--- src/hw/srcc_pkg.sv ---
package srcc_pkg;
  // ---------------------------------------------------------------------------
  // Bus register map (byte addresses)
  // ---------------------------------------------------------------------------
  localparam logic [7:0] ADDR_CMD      = 8'h00;
  localparam logic [7:0] ADDR_CYC_TIME = 8'h04;
  localparam logic [7:0] ADDR_CYC_STAT = 8'h08;
  localparam logic [7:0] ADDR_DIP      = 8'h0c;
  localparam logic [7:0] ADDR_FREQ     = 8'h10;
  localparam logic [7:0] ADDR_MODE     = 8'h14;
  localparam logic [7:0] ADDR_NV       = 8'h18;

  // ---------------------------------------------------------------------------
  // Command codes, written to CMD[3:0]; argument in CMD[31:16]
  // ---------------------------------------------------------------------------
  typedef enum logic [3:0] {
    CMD_NOP        = 4'h0,
    CMD_CYCLE_SET  = 4'h1,
    CMD_CYCLE_RST  = 4'h2,
    CMD_CYCLE_TIME = 4'h3,
    CMD_STANDBY    = 4'h4,
    CMD_DIP_TIME   = 4'h5,
    CMD_DIP_START  = 4'h6,
    CMD_FREQ       = 4'h7,
    CMD_FREQ_DEF   = 4'h8,
    CMD_CLEAR      = 4'h9,
    CMD_GO_LOCAL   = 4'ha,
    CMD_GO_REMOTE  = 4'hb,
    CMD_LOCKOUT    = 4'hc,
    CMD_QUERY      = 4'hd
  } srcc_cmd_e;

  // ---------------------------------------------------------------------------
  // Field positions and limits
  // ---------------------------------------------------------------------------
  localparam int CMD_OP_LSB  = 0;
  localparam int CMD_ARG_LSB = 16;
  localparam int CMD_OPT_LSB = 4;
  localparam logic [15:0] CYC_MIN_S  = 16'h0001;
  localparam logic [15:0] CYC_MAX_S  = 16'h7fff;  // 32767 s
  localparam logic [15:0] DIP_MAX_MS = 16'h7530;  // 30000 ms
  localparam logic [1:0]  OPT_MANUAL = 2'h0;
  localparam logic [1:0]  OPT_FIRST  = 2'h1;
  localparam logic [1:0]  OPT_POWER  = 2'h2;

  // ---------------------------------------------------------------------------
  // Reset values
  // ---------------------------------------------------------------------------
  localparam logic [15:0] RST_TON   = 16'h0001;
  localparam logic [15:0] RST_TOFF  = 16'h0001;
  localparam logic [15:0] RST_DIP   = 16'h0000;
  localparam logic [15:0] RST_FREQ  = 16'h01f4;   // 50.0 Hz in 0.1 Hz steps
  localparam logic [1:0]  RST_OPT   = OPT_FIRST;

  // ---------------------------------------------------------------------------
  // Timing
  // ---------------------------------------------------------------------------
  localparam int CLK_HZ      = 250_000_000;
  localparam int MS_PER_S    = 1000;
  localparam int TICK_MS_CYC = CLK_HZ / 1000;  // Cycles per millisecond
endpackage : srcc_pkg

--- src/hw/srcc_top.sv ---
`timescale 1ns/1ps
// Behaviour
// - In cycle mode output is on for Ton, off for Toff, repeating.
// - On and off times accepted only between 1 and 32767 seconds.
// - Cycle set command enters cycle mode and starts the on phase.
// - Cycle reset command leaves cycle mode.
// - Cycle query reports on time, off time, remaining time and mode.
// - Standby command also ends cycle mode.
// - Device clear restores initial settings and gives no reply.
// - Dip time in milliseconds, at most 30000 ms.
// - Dip start waits for the next reference sine zero crossing.
// - Output is off for the dip duration, then restored.
// - Dip query returns programmed dip duration in milliseconds.
// - Frequency command sets setpoint; query returns it.
// - Frequency default stores setpoint to nonvolatile; loaded at power-up.
// - Go-local selects front panel operation, no reply.
// - Going local also clears front panel lockout.
// - Go-remote enters remote, stores option permanently, no reply.
// - Option 0: remote only by explicit go-remote; queries still work.
// - Option 1: any command except go-local and nop enters remote.
// - Option 1 is the factory default.
// - Option 2: remote entered directly at power-up.
// - Option 2 blocks local mode and ignores front panel.
// - Auto-remote option is retained over a reboot.
module srcc_top
  import srcc_pkg::*;
#(
  parameter int TICK_CYC = TICK_MS_CYC  // Shorten for simulation
) (
  input  wire logic        CORE_CLK_I,
  input  wire logic        RESET_N_I,
  input  wire logic        CLK_EN_I,
  // Wishbone classic slave
  input  wire logic        WB_CYC_I,
  input  wire logic        WB_STB_I,
  input  wire logic        WB_WE_I,
  input  wire logic [7:0]  WB_ADR_I,
  input  wire logic [3:0]  WB_SEL_I,
  input  wire logic [31:0] WB_DAT_I,
  output logic      [31:0] WB_DAT_O,
  output logic             WB_ACK_O,
  output logic             WB_ERR_O,
  // Reference sine and front panel
  input  wire logic        REF_ZERO_I,
  input  wire logic        PANEL_REQ_I,
  // Nonvolatile store, captured values presented at power-up
  input  wire logic [15:0] NV_FREQ_I,
  input  wire logic [1:0]  NV_OPT_I,
  input  wire logic        NV_VALID_I,
  output logic      [15:0] NV_FREQ_O,
  output logic      [1:0]  NV_OPT_O,
  output logic             NV_FREQ_WR_O,
  output logic             NV_OPT_WR_O,
  // Block outputs
  output logic             OUTPUT_ON_O,
  output logic      [15:0] FREQ_SET_O,
  output logic             REMOTE_O,
  output logic             PANEL_EN_O,
  output logic             REPLY_O
);

  // ---------------------------------------------------------------------------
  // Functions
  // ---------------------------------------------------------------------------
  function automatic logic in_range(input logic [15:0] v, input logic [15:0] lo,
                                    input logic [15:0] hi);
    in_range = (v >= lo) && (v <= hi);
  endfunction : in_range

  // ---------------------------------------------------------------------------
  // Bus decode
  // ---------------------------------------------------------------------------
  logic        req;
  logic        wr_cmd;
  logic [3:0]  op;
  logic [15:0] arg;
  logic [1:0]  opt;
  logic        cmd_v;
  logic        ack_q;

  assign req    = WB_CYC_I && WB_STB_I && !ack_q && !WB_ERR_O;
  assign wr_cmd = req && WB_WE_I && (WB_ADR_I == ADDR_CMD) && (&WB_SEL_I);
  assign op     = WB_DAT_I[CMD_OP_LSB +: 4];
  assign arg    = WB_DAT_I[CMD_ARG_LSB +: 16];
  assign opt    = WB_DAT_I[CMD_OPT_LSB +: 2];
  assign cmd_v  = wr_cmd && CLK_EN_I;

  function automatic logic is_op(input logic [3:0] o, input srcc_cmd_e c);
    is_op = (o == 4'(c));
  endfunction : is_op

  // ---------------------------------------------------------------------------
  // Power-up load state
  // ---------------------------------------------------------------------------
  logic boot_q;   // High until the first enabled edge after reset

  always_ff @(posedge CORE_CLK_I) begin
    if (!RESET_N_I) begin
      boot_q <= 1'b1;
    end else if (CLK_EN_I) begin
      boot_q <= 1'b0;
    end
  end

  // ---------------------------------------------------------------------------
  // Prescaler: 1 ms tick and 1 s tick
  // ---------------------------------------------------------------------------
  logic [31:0] pre_q;
  logic [9:0]  ms_q;
  logic        tick_ms;
  logic        tick_s;

  assign tick_ms = CLK_EN_I && (pre_q == 32'(TICK_CYC - 1));
  assign tick_s  = tick_ms && (ms_q == 10'(MS_PER_S - 1));

  always_ff @(posedge CORE_CLK_I) begin
    if (!RESET_N_I) begin
      pre_q <= '0;
      ms_q  <= '0;
    end else if (CLK_EN_I) begin
      pre_q <= tick_ms ? '0 : pre_q + 32'h1;
      if (tick_ms) begin
        ms_q <= tick_s ? '0 : ms_q + 10'h1;
      end
    end
  end

  // ---------------------------------------------------------------------------
  // Cycle mode
  // ---------------------------------------------------------------------------
  logic [15:0] rest_q;
  logic        cyc_run_q;
  logic        cyc_on_q;
  logic        clear;

  assign clear = cmd_v && is_op(op, CMD_CLEAR);

  // The command word has room for one 16-bit argument only, so both times
  // are written together through their own register instead.
  logic        wr_ctime;
  logic [15:0] new_on;
  logic [15:0] new_off;

  assign new_on   = WB_DAT_I[15:0];
  assign new_off  = WB_DAT_I[31:16];
  assign wr_ctime = req && WB_WE_I && (WB_ADR_I == ADDR_CYC_TIME) && (&WB_SEL_I) && CLK_EN_I;

  logic [15:0] ton2_q;
  logic [15:0] toff2_q;

  always_ff @(posedge CORE_CLK_I) begin
    if (!RESET_N_I) begin
      ton2_q  <= RST_TON;
      toff2_q <= RST_TOFF;
    end else if (clear) begin
      ton2_q  <= RST_TON;
      toff2_q <= RST_TOFF;
    end else if (wr_ctime && in_range(new_on, CYC_MIN_S, CYC_MAX_S)
                 && in_range(new_off, CYC_MIN_S, CYC_MAX_S)) begin
      ton2_q  <= new_on;
      toff2_q <= new_off;
    end
  end

  // Cycle sequencer; a phase with time T ends on the T-th second tick after it starts
  always_ff @(posedge CORE_CLK_I) begin
    if (!RESET_N_I) begin
      cyc_run_q <= 1'b0;
      cyc_on_q  <= 1'b0;
      rest_q    <= '0;
    end else if (CLK_EN_I) begin
      if (clear || (cmd_v && (is_op(op, CMD_CYCLE_RST) || is_op(op, CMD_STANDBY)))) begin
        cyc_run_q <= 1'b0;
        cyc_on_q  <= 1'b0;
        rest_q    <= '0;
      end else if (cmd_v && is_op(op, CMD_CYCLE_SET)) begin
        cyc_run_q <= 1'b1;
        cyc_on_q  <= 1'b1;
        rest_q    <= ton2_q;
      end else if (cyc_run_q && tick_s) begin
        if (rest_q <= 16'h1) begin
          cyc_on_q <= !cyc_on_q;
          rest_q   <= cyc_on_q ? toff2_q : ton2_q;
        end else begin
          rest_q <= rest_q - 16'h1;
        end
      end
    end
  end

  // ---------------------------------------------------------------------------
  // Dip
  // ---------------------------------------------------------------------------
  typedef enum logic [1:0] {
    DIP_IDLE = 2'b00,
    DIP_WAIT = 2'b01,
    DIP_OFF  = 2'b10
  } srcc_dip_e;

  srcc_dip_e   dip_st_q;
  logic [15:0] dip_ms_q;
  logic [15:0] dip_cnt_q;

  always_ff @(posedge CORE_CLK_I) begin
    if (!RESET_N_I) begin
      dip_ms_q <= RST_DIP;
    end else if (clear) begin
      dip_ms_q <= RST_DIP;
    end else if (cmd_v && is_op(op, CMD_DIP_TIME)
                 && in_range(arg, 16'h0, DIP_MAX_MS)) begin
      dip_ms_q <= arg;
    end
  end

  always_ff @(posedge CORE_CLK_I) begin
    if (!RESET_N_I) begin
      dip_st_q  <= DIP_IDLE;
      dip_cnt_q <= '0;
    end else if (CLK_EN_I) begin
      if (clear) begin
        dip_st_q <= DIP_IDLE;
      end else begin
        unique case (dip_st_q)
          DIP_IDLE: begin
            if (cmd_v && is_op(op, CMD_DIP_START) && dip_ms_q != 16'h0) begin
              dip_st_q <= DIP_WAIT;
            end
          end
          DIP_WAIT: begin
            if (REF_ZERO_I) begin
              dip_st_q  <= DIP_OFF;
              dip_cnt_q <= dip_ms_q;
            end
          end
          DIP_OFF: begin
            if (tick_ms) begin
              if (dip_cnt_q <= 16'h1) begin
                dip_st_q <= DIP_IDLE;
              end
              dip_cnt_q <= dip_cnt_q - 16'h1;
            end
          end
          default: dip_st_q <= DIP_IDLE;
        endcase
      end
    end
  end

  // ---------------------------------------------------------------------------
  // Frequency and nonvolatile store
  // ---------------------------------------------------------------------------
  logic [15:0] freq_q;
  logic [15:0] nvf_q;
  logic [1:0]  opt_q;

  always_ff @(posedge CORE_CLK_I) begin
    if (!RESET_N_I) begin
      freq_q <= RST_FREQ;
    end else if (CLK_EN_I) begin
      // Stored copy is loaded on this same edge, so take the store's pins directly
      if (boot_q) begin
        freq_q <= NV_VALID_I ? NV_FREQ_I : RST_FREQ;
      end else if (clear) begin
        freq_q <= nvf_q;
      end else if (cmd_v && is_op(op, CMD_FREQ) && arg != 16'h0) begin
        freq_q <= arg;
      end
    end
  end

  // Stored copies mirror the external store; loaded once after reset
  logic nv_loaded_q;

  always_ff @(posedge CORE_CLK_I) begin
    if (!RESET_N_I) begin
      nvf_q        <= RST_FREQ;
      opt_q        <= RST_OPT;
      nv_loaded_q  <= 1'b0;
      NV_FREQ_WR_O <= 1'b0;
      NV_OPT_WR_O  <= 1'b0;
    end else if (CLK_EN_I) begin
      NV_FREQ_WR_O <= 1'b0;
      NV_OPT_WR_O  <= 1'b0;
      if (!nv_loaded_q) begin
        nv_loaded_q <= 1'b1;
        if (NV_VALID_I) begin
          nvf_q <= NV_FREQ_I;
          opt_q <= (NV_OPT_I > OPT_POWER) ? RST_OPT : NV_OPT_I;
        end
      end else if (cmd_v && is_op(op, CMD_FREQ_DEF)) begin
        nvf_q        <= freq_q;
        NV_FREQ_WR_O <= 1'b1;
      end else if (cmd_v && is_op(op, CMD_GO_REMOTE) && opt <= OPT_POWER) begin
        opt_q       <= opt;
        NV_OPT_WR_O <= 1'b1;
      end
    end
  end

  assign NV_FREQ_O  = nvf_q;
  assign NV_OPT_O   = opt_q;
  assign FREQ_SET_O = freq_q;

  // ---------------------------------------------------------------------------
  // Local / remote state
  // ---------------------------------------------------------------------------
  logic remote_q;
  logic lock_q;
  logic go_local;

  assign go_local = cmd_v && is_op(op, CMD_GO_LOCAL);

  always_ff @(posedge CORE_CLK_I) begin
    if (!RESET_N_I) begin
      remote_q <= 1'b0;
      lock_q   <= 1'b0;
    end else if (CLK_EN_I) begin
      if (nv_loaded_q && boot_q == 1'b0 && opt_q == OPT_POWER) begin
        remote_q <= 1'b1;
        lock_q   <= lock_q && !go_local;
      end else if (go_local) begin
        remote_q <= 1'b0;
        lock_q   <= 1'b0;
      end else if (cmd_v && is_op(op, CMD_GO_REMOTE)) begin
        remote_q <= 1'b1;
      end else if (cmd_v && is_op(op, CMD_LOCKOUT)) begin
        lock_q   <= 1'b1;
        remote_q <= remote_q || (opt_q == OPT_FIRST);
      end else if (cmd_v && opt_q == OPT_FIRST && !is_op(op, CMD_NOP)) begin
        remote_q <= 1'b1;
      end else if (PANEL_REQ_I && !lock_q) begin
        remote_q <= 1'b0;
      end
    end
  end

  assign REMOTE_O   = remote_q;
  assign PANEL_EN_O = !remote_q && opt_q != OPT_POWER;
  // Dip only blanks an on phase; outside cycle mode the output stays off
  assign OUTPUT_ON_O = cyc_run_q && cyc_on_q && (dip_st_q != DIP_OFF);

  // ---------------------------------------------------------------------------
  // Bus answer; queries read data, the query command produces a reply flag
  // ---------------------------------------------------------------------------
  logic        unmapped;
  logic [31:0] rd;

  assign unmapped = (WB_ADR_I > ADDR_NV) || (WB_ADR_I[1:0] != 2'b00);

  always_comb begin
    unique case (WB_ADR_I)
      ADDR_CYC_TIME: rd = {toff2_q, ton2_q};
      ADDR_CYC_STAT: rd = {14'h0, cyc_on_q, cyc_run_q, rest_q};
      ADDR_DIP:      rd = {14'h0, dip_st_q, dip_ms_q};
      ADDR_FREQ:     rd = {16'h0, freq_q};
      ADDR_MODE:     rd = {28'h0, lock_q, remote_q, opt_q};
      ADDR_NV:       rd = {16'h0, nvf_q};
      default:       rd = 32'h0;
    endcase
  end

  always_ff @(posedge CORE_CLK_I) begin
    if (!RESET_N_I) begin
      ack_q    <= 1'b0;
      WB_ERR_O <= 1'b0;
      WB_DAT_O <= '0;
      REPLY_O  <= 1'b0;
    end else if (CLK_EN_I) begin
      ack_q    <= req && !unmapped;
      WB_ERR_O <= req && unmapped;
      WB_DAT_O <= (req && !WB_WE_I) ? rd : 32'h0;
      // Only the query command replies; clear and mode changes stay silent
      REPLY_O  <= cmd_v && is_op(op, CMD_QUERY);
    end
  end

  assign WB_ACK_O = ack_q;

endmodule : srcc_top

--- config.mk ---
export PLATFORM = sky130hd
export DESIGN_NAME = srcc_top
export DESIGN_NICKNAME = d
export VERILOG_FILES = /design/src/hw/srcc_pkg.sv /design/src/hw/srcc_top.sv
export SDC_FILE = /design/constraint.sdc
export NUM_CORES = 1
export LEC_CHECK = 0
export BUFFER_PORTS_ARGS = -buffer_cell sky130_fd_sc_hd__buf_2
export CAP_MARGIN = 20
export CORE_ASPECT_RATIO = 0.75
export CORE_MARGIN = 3
export CORE_UTILIZATION = 30
export DETAILED_ROUTE_END_ITERATION = 8
export SLEW_MARGIN = 20
export SYNTH_ARGS = -nofsm -noshare
export SYNTH_HDL_FRONTEND = slang
export SYNTH_SLANG_ARGS = --single-unit
--- constraint.sdc ---
create_clock -name CORE_CLK_I -period 2.2 [get_ports CORE_CLK_I]
set_input_delay 0.33 -clock CORE_CLK_I [delete_from_list [all_inputs] [get_ports CORE_CLK_I]]
set_output_delay 0.33 -clock CORE_CLK_I [all_outputs]
set_load 0.02 [all_outputs]
== Yosys cells after proc, flatten, opt, wreduce, memory -nomap -nowiden ==
Index checks and enable logic that the tools add are counted.
W data, S select, Z words.

* Add/subtract/negate cells: 4
* $lt $le $gt $ge: 11
* Equality and inequality tests: 36
* Mux-type cells: 51
* Bitwise operators: 3
* Reduce and logical (&&, ||, !) cells: 85

{| class="wikitable"
|+ Operator list
! cell !! number
|-
| $mux W16 || 14
|-
| $pmux W32 S6 || 1
|-
| $mux W32 || 2
|-
| $ge A16 B1 Y1 const B || 3
|-
| $le A16 B15 Y1 const B || 3
|-
| $logic_and A1 B1 Y1 || 45
|-
| $add A32 B1 Y32 const B || 1
|-
| $eq A32 B18 Y1 const B || 1
|-
| $le A16 B1 Y1 const B || 2
|-
| $pmux W16 S2 || 1
|-
| $reduce_bool A16 Y1 || 2
|-
| $sub A16 B1 Y16 const B || 2
|-
| $eq A4 B4 Y1 const B || 6
|-
| $eq A8 B5 Y1 const B || 3
|-
| $mux W1 || 21
|-
| $mux W2 || 10
|-
| $eq A4 B3 Y1 const B || 4
|-
| $eq A8 B4 Y1 const B || 2
|-
| $ne A3 B3 Y1 const B || 4
|-
| $reduce_bool A3 Y1 || 4
|-
| $add A10 B1 Y10 const B || 1
|-
| $eq A10 B10 Y1 const B || 1
|-
| $mux W10 || 1
|-
| $ne A2 B2 Y1 const B || 5
|-
| 24 further kinds || 51
|}

* Register bits: 201
* Input port bits: 71
* Output and inout port bits: 74
* Logic and storage cells: 213

== Longest topological paths before layout ==
Gate-level depths: netlist of the first run.

* Depth in word-level cells: 14
* Gate-level depth with buffers: 9
* Depth with buffers taken out: 8

== Worst setup path after synthesis of the first run ==
Ideal clock, no wire load.

* Path kind: input-to-reg
* From: input port WB_ADR_I[4]
* To: register freq_q[4], in the netlist FREQ_SET_O[4]
* Library setup time: 0.141 ns
* Arrival time: 2.229 ns
* Slack: -0.170 ns
* Stages on the path: 9
* Buffers on the path: 3
* Path through: clkbuf_1 > or4_1 > nor2_1 > and4_1 > buf_2 > buf_4 > mux2_2 > o22ai_1 > o211ai_1

* Word-level cells in the longest chain between the ends: 8
* Elaborated cells between the ends (all ways): 11
* Those cells by class: mux (2); reduce/logical (9)

{| class="wikitable"
|+ RTL lines
! element !! line !! text
|-
| start: declaration || srcc_top.sv:37 || <nowiki>input wire logic [7:0] WB_ADR_I,</nowiki>
|-
| $logic_not A8 Y1 (*) || srcc_top.sv:82 || <nowiki>assign wr_cmd = req && WB_WE_I && (WB_ADR_I == ADDR_CMD) && (&WB_SEL_I);</nowiki>
|-
| $logic_and A1 B1 Y1 (*) (2 in series) || srcc_top.sv:82 ||
|-
| $logic_and A1 B1 Y1 (*) || srcc_top.sv:86 || <nowiki>assign cmd_v = wr_cmd && CLK_EN_I;</nowiki>
|-
| $logic_and A1 B1 Y1 (2 in series) || srcc_top.sv:265 || <nowiki>end else if (cmd_v && is_op(op, CMD_FREQ) && arg != 16'h0) begin</nowiki>
|-
| $reduce_bool A3 Y1 (no source line) || -- ||
|-
| $reduce_and A2 Y1 (no source line) || -- ||
|-
| end signal: assignment || srcc_top.sv:262 || <nowiki>freq_q <= NV_VALID_I ? NV_FREQ_I : RST_FREQ;</nowiki>
|-
| end signal: assignment || srcc_top.sv:264 || <nowiki>freq_q <= nvf_q;</nowiki>
|-
| end signal: assignment || srcc_top.sv:266 || <nowiki>freq_q <= arg;</nowiki>
|-
| end: declaration || srcc_top.sv:252 || <nowiki>logic [15:0] freq_q;</nowiki>
|}

Mark *: on every way between the ends. The rest lies on a longest branch, timed or not.
A chain may end at the register's enable or synchronous reset.

== Final worst setup path of the first run ==
* From: register pre_q[29]
* To: register dip_cnt_q[5]

* Word-level cells in the longest chain between the ends: 4

{| class="wikitable"
|+ RTL lines
! element !! line !! text
|-
| start: declaration || srcc_top.sv:108 || <nowiki>logic [31:0] pre_q;</nowiki>
|-
| start signal: assignment || srcc_top.sv:121 || <nowiki>pre_q <= tick_ms ? '0 : pre_q + 32'h1;</nowiki>
|-
| $eq A32 B18 Y1 || srcc_top.sv:113 || <nowiki>assign tick_ms = CLK_EN_I && (pre_q == 32'(TICK_CYC - 1));</nowiki>
|-
| $logic_and A1 B1 Y1 || srcc_top.sv:113 ||
|-
| $ne A2 B2 Y1 (no source line) || -- ||
|-
| $reduce_and A5 Y1 (no source line) || -- ||
|-
| end signal: assignment || srcc_top.sv:232 || <nowiki>dip_cnt_q <= dip_ms_q;</nowiki>
|-
| end signal: assignment || srcc_top.sv:240 || <nowiki>dip_cnt_q <= dip_cnt_q - 16'h1;</nowiki>
|-
| end: declaration || srcc_top.sv:202 || <nowiki>logic [15:0] dip_cnt_q;</nowiki>
|}

Every way passes these cells.

==> flow_summary.toml, run 1 <==
[synthesis]
yosys_warnings = 0
avgSynthCellArea_um2 = 8.46
netlist.top_cell.by_area = "dfxtp_1"
synth_top_area_share = 0.383
synth_cells = 1241
synth.net_count = 1322
synthTopCellsByArea = "dfxtp_1 38%, mux2i_1 7.1%, nor2_1 5.0%"
synth_ff_type = "dfxtp_1"
synth_edf_count = 0
async_flop_share = 0
seq_area_frac_synth = 0.383
synth_cell_types = 80
synth_area_um2 = 10500
synth-seq-cells = 201
synth.most_common_cell = "dfxtp_1"
synth_common_cells = "201 x dfxtp_1, 140 x nor2_1, 120 x nand2_1"

[critical_path]
rrSetupSlack_ns = -0.1
crit_start = "pre_q[29]"
worstPathMaxFanout = 7
reg2reg_from = "pre_q[29]"
r2r_cells = 7
required_ns = 2.59
worstSetupEndpoint = "dip_cnt_q[5]"
crit_type = "register to register"
endpoint_kind = "register"
worstPathArrival_ns = 2.69
start_kind = "register"
r2r-end = "dip_cnt_q[5]"

[clock_network]
htree_levels = 1
clk_path_buf_depth = 3
cts_hold_buffers = 0
clock_latency_ns = 0.53
clock_sinks = 201
clock-root-buffer = "clkbuf_16"
cts_tree = "built"
clk_pin_slew_worst_paths_ns = 0.06
cts_made_buffers = 22

[cells_and_area]
fillers = 3346
fin_util = 0.425
multiInputGateArea_um2 = 6480
final_area_um2 = 14500
final_nets = 1630
finalNonFillerCells = 2009
seq_area_um2 = 4030
diodes = 0
area_growth_pct = 37.9
drive_gt1_frac = 0.339

[power_and_ir_drop]
power_density_nw_per_um2 = 567
p_leak_uw = 0.00637
power_switching_uw = 2150
p_seq_frac = 0.459
peakVddDrop_mv = 0.544
switching_share = 0.262
pwr-share-clk = 0.444
intPower_uw = 6060
power_uw = 8210
comb_power_share = 0.097

[routing]
num_vias = 11300
drt_iter0_markers = 1083
routed_via_density = 5.62
route.detailed.drc = 1
wl_per_cell_um = 21.8
antenna_left = 0
first_pass_iters = 7
totalWireLength_um = 43700

[timing]
timing.final.ws_setup_ns = -0.0956
fmaxAchievable_mhz = 436
finalCritPeriodShare = 1.04
rsz0062_at_grt = "yes"
skew_ns = 0.0116
timing.hold.ws_ns = 0.0622
worstMarginPinSlew_ns = 1.01
slew_viol_final = 0
slew_headroom = 0.323
period_needed_ns = 2.30
finalSetupViolCount = 33
hold_viol = 0

[outcome]
status = "complete, but fails checks"
failed_checks = "DRC, setup timing"

[global_route]
grt-ovfl-total = 0
grt_pass1_wl_um = 64100
grt_max_degree = 45
grt_antenna_before_repair = 2
globalRouteTotalUtil = 0.219
grt_pass1_vias = 10500

[placed_design]
dpl.cell_count = 1950
routabilityCongestion = 0.984
place_area_um2 = 13100
hpwl_um = 32700
portBuffers = 144

[die]
rows = 58
die_area_um2 = 37300
die_w_um = 222
initial_core_util = 0.309
ios = 145
dieHeight_um = 168
design.core.area_um2 = 34000

[flow_run]
cap_violations = 0

[worst_hold_path]
hold_path_class = "input pin to register"
## worst min-delay path by stage
stage / slack, ns / endpoint / start / depth (start not counted)
after global routing: 0.08 / ton2_q[6] / WB_DAT_I[6] / 3
after global placement: 0.44 / WB_DAT_O[2] / WB_DAT_O[2] / 1
after CTS: 0.04 / ton2_q[11] / WB_DAT_I[11] / 3
after floorplan: 0.44 / ms_q[1] / ms_q[1] / 2
after detailed placement: 0.45 / WB_DAT_O[2] / WB_DAT_O[2] / 1
final: 0.06 / ton2_q[11] / WB_DAT_I[11] / 3
## logic make-up (layout without fill, tap and decap cells)
kind of cell | Yosys count | in the layout | share of synthesized area
flops | 201 | 201 | 0.383
xor+xnor | 48 | 48 | 0.0400
mux | 103 | 103 | 0.102
buf+inv | 112 | 430 | 0.0440
compound gates | 297 | 297 | 0.200
fa+ha+maj | 10 | 10 | 0.0119
simple gates | 470 | 470 | 0.220
## critical path, stage by stage (launching register included)
cell	delay (ns)
dfxtp_2	0.33
nor4_4	0.29
nand4_1	0.17
or4_4	0.61
buf_6	0.16
a211o_4	0.38
a21oi_2	0.13
o32ai_2	0.08
## metal layers
| metal | track usage | vias up | routed length, um |
|---|---|---|---|
| li1 | - | 5178 | - |
| met1 | 0.329 | 5500 | 20400 |
| met2 | 0.307 | 548 | 17500 |
| met3 | 0.0678 | 68 | 5050 |
| met4 | 0.0370 | 2 | 788 |
| met5 | 0 | - | 13 |
## layout by cell type (no fill, tap or decap), types with 8 or more instances in the layout
master / synthesis / layout
a22oi_1: 15 / 15
a21oi_1: 45 / 39
nor2_2: 1 / 8
and3_1: 26 / 25
nand4_1: 23 / 23
buf_6: 3 / 15
o31ai_1: 10 / 9
inv_1: 26 / 26
xnor2_1: 24 / 24
ha_1: 10 / 9
nor2_1: 140 / 131
o22ai_1: 12 / 12
a211oi_1: 17 / 12
nor3_1: 21 / 15
nand2b_1: 8 / 8
a21o_1: 11 / 11
o21ai_1: 5 / 10
or3_1: 11 / 9
o211ai_1: 27 / 27
nand3_1: 44 / 43
nand2_1: 120 / 113
nor4_1: 26 / 19
buf_2: 12 / 146
mux2i_1: 75 / 73
o21ai_0: 56 / 48
or2_2: 8 / 8
clkbuf_16: 0 / 26
a22o_1: 23 / 23
dfxtp_1: 201 / 194
mux2_2: 28 / 28
xor2_1: 24 / 24
o221ai_1: 8 / 8
buf_4: 1 / 196
## flip-flops by register name, indices dropped and copies added (netlist names), 2 cells and up
register	flops
FREQ_SET_O	16
NV_FREQ_O	16
NV_OPT_O	2
WB_DAT_O	32
dip_cnt_q	16
dip_ms_q	16
dip_st_q	2
ms_q	10
pre_q	32
rest_q	16
toff2_q	16
ton2_q	16
## what timing repair did
| item | 4_1_cts | 5_1_grt |
|---|---|---|
| pin swaps | 19 | 26 |
| gates cloned | 0 | 8 |
| gates resized for setup | 43 | 83 |
| setup endpoints to repair | 136 | 175 |
| setup buffers | 11 | 10 |
## power groups by stage
stage	clock, uW	sequential (uW)	combinational [uW]
after floorplan	0	3860	316
after global placement	0	3840	713
after detailed placement	0	3840	720
after CTS	3700	3760	730
after global routing	3830	3770	844
final	3640	3770	798
## per-stage QoR
stage / setup slack [ns] / TNS [ns]
after floorplan: 0.00628 / 0
after global placement: -0.341 / -27.25
after detailed placement: -0.356 / -29.31
after CTS: -0.128 / -2.24
after global routing: -0.193 / -5.60
final: -0.0956 / -1.56
## final cells by class
type                            instances  share of cell area
Multi-Input combinational cell        928               0.448
Sequential cell                       201               0.279
Timing Repair Buffer                  369               0.180
Clock buffer                           27              0.0422
Tap cell                              450              0.0389
Inverter                               27             0.00735
Clock inverter                          7             0.00475
(Power assumes the default switching activity.)
==> run 2, diff against run 1 <==
==> constraint.sdc (replaced) <==
create_clock -name CORE_CLK_I -period 2.22 [get_ports CORE_CLK_I]
set_input_delay 0.333 -clock CORE_CLK_I [delete_from_list [all_inputs] [get_ports CORE_CLK_I]]
set_output_delay 0.333 -clock CORE_CLK_I [all_outputs]
set_load 0.02 [all_outputs]
==> flow_summary.toml, run 2 (synthesis results as in run 1) <==
[die]
die_w_um = 222
design.core.area_um2 = 34000
rows = 58
initial_core_util = 0.309
dieHeight_um = 168
die_area_um2 = 37300
ios = 145

[critical_path]
worstPathMaxFanout = 7
endpoint_kind = "register"
r2r-end = "dip_cnt_q[15]"
worst_path_most_repeated_cell = "buf_12"
start_kind = "register"
path_cells = "nor4b_4 > nand4_1 > or4_4 > a211oi_4 > buf_12 > buf_12 > a21oi_2 > a31o_2"
reg2reg_from = "pre_q[21]"
crit_type = "register to register"
required_ns = 2.63
rrSetupSlack_ns = -0.09
cpPeakStageDelay_ns = 0.61
worstPathArrival_ns = 2.73
cp_slowest_cell = "or4_4"
r2r_cells = 8

[routing]
antenna_left = 0
routed_via_density = 5.64
totalWireLength_um = 43900
route.detailed.drc = 0
wl_per_cell_um = 21.9
drt_iter0_markers = 1074
first_pass_iters = 6
num_vias = 11300

[timing]
timing.final.ws_setup_ns = -0.0944
worstMarginPinSlew_ns = 0.889
skew_ns = 0.0109
hold_viol = 0
finalCritPeriodShare = 1.04
period_needed_ns = 2.31
fmaxAchievable_mhz = 432
finalSetupViolCount = 50
rsz0062_at_grt = "yes"
slew_viol_final = 0
slew_headroom = 0.406

[cells_and_area]
fin_util = 0.430
reg_top3 = "WB_DAT_O: 32 flops, pre_q: 32 flops"
final_nets = 1623
drive_gt1_frac = 0.339
mostFrequentLayoutCell = "dfxtp_1"
layout_common_cells = "197 x dfxtp_1, 181 x buf_4, 146 x buf_2"
area_growth_pct = 39.4

[placed_design]
portBuffers = 144
pre_cts_slack_ns = -0.381
hpwl_um = 31900
routabilityCongestion = 1.01

[clock_network]
clock_sinks = 201
clk_pin_slew_worst_paths_ns = 0.07
cts_made_buffers = 21
clk_path_buf_depth = 3
cts_tree = "built"
cts_hold_buffers = 0
clock_latency_ns = 0.52
htree_levels = 1
clock-root-buffer = "clkbuf_16"

[global_route]
grt-ovfl-total = 0
grt_max_degree = 44
grt_antenna_before_repair = 2
grt_pass1_wl_um = 63100
grt_pass1_vias = 10300
globalRouteTotalUtil = 0.216

[power_and_ir_drop]
switching_share = 0.256
power_density_nw_per_um2 = 578
peakVddDrop_mv = 0.393
pwr-share-clk = 0.464
p_seq_frac = 0.442
p_leak_uw = 0.00647
power_switching_uw = 2170
intPower_uw = 6290
comb_power_share = 0.094

[worst_hold_path]
hold_start = "WB_DAT_I[9]"
holdPathStages = 3
hold_path_class = "input pin to register"
whs_endpoint = "ton2_q[9]"

[outcome]
failed_checks = "setup timing"
status = "complete, but fails checks"

[flow_run]
cap_violations = 0
run 2: worst max-delay path, delay by kind of cell (launching register included):
family | cells | cell delay, ns
AOI/OAI and AO/OA | 3 | 0.53
buffers and inverters | 2 | 0.27
DFF | 1 | 0.34
and+or+nand+nor | 3 | 1.06
run 2: how the worst max path moves through the flow:
stage / from / endpoint / slack [ns] / cells after the start
final: pre_q[21] / dip_cnt_q[15] / -0.09 / 8
after global routing: pre_q[21] / dip_cnt_q[15] / -0.19 / 8
after CTS: pre_q[18] / dip_cnt_q[15] / -0.1 / 8
after detailed placement: WB_DAT_I[24] / toff2_q[4] / -0.38 / 8
after global placement: WB_DAT_I[24] / toff2_q[3] / -0.40 / 8
after floorplan: WB_ERR_O / dip_ms_q[10] / 0.006 / 8
run 2: per-stage QoR:
step           hold slack [ns]  TNS [ns]  std cells  total power [uW]  instance area [um2]
4_1_cts                 0.0636     -1.20       1992              8420                14100
2_1_floorplan            0.444         0       1241              4140                10500
5_1_grt                 0.0934     -8.16       2005              8700                14600
3_3_place_gp             0.444    -31.09       1943              4510                13000
3_5_place_dp             0.449    -33.47       1943              4520                13000
6_report                0.0755     -1.92       2006              8460                14600
run 2: area by class of cell:
| class | instances | area (um2) |
|---|---|---|
| diodes | 1 | 2.50 |
| clock buffers | 27 | 588 |
| clock inverters | 9 | 156 |
| fillers | 3309 | 19400 |
| inverters | 27 | 106 |
| multi-input cells | 929 | 6530 |
| flip-flops and latches | 201 | 4030 |
| well taps | 450 | 563 |
| repair buffers | 362 | 2670 |
run 2: layer usage:
metal  vias to the layer above  global-route usage  wire length [um]
met3                        81              0.0879              5600
met1                      5509               0.315             19900
met2                       558               0.293             17400
li1                       5170                   -                 -
met5                         -                   0                13
met4                         2              0.0481               973
run 2: what timing repair did:
item	4_1_cts	5_1_grt
cloned	1	10
pin swaps	15	36
setup endpoints to repair	156	152
setup buffers	12	5
gates resized for setup	46	88
run 2: power groups by stage:
stage	clock network [uW]	logic [uW]	registers [uW]
final	3920	798	3740
after global routing	4120	841	3730
after CTS	3970	723	3730
after detailed placement	0	712	3810
after global placement	0	702	3810
after floorplan	0	311	3820
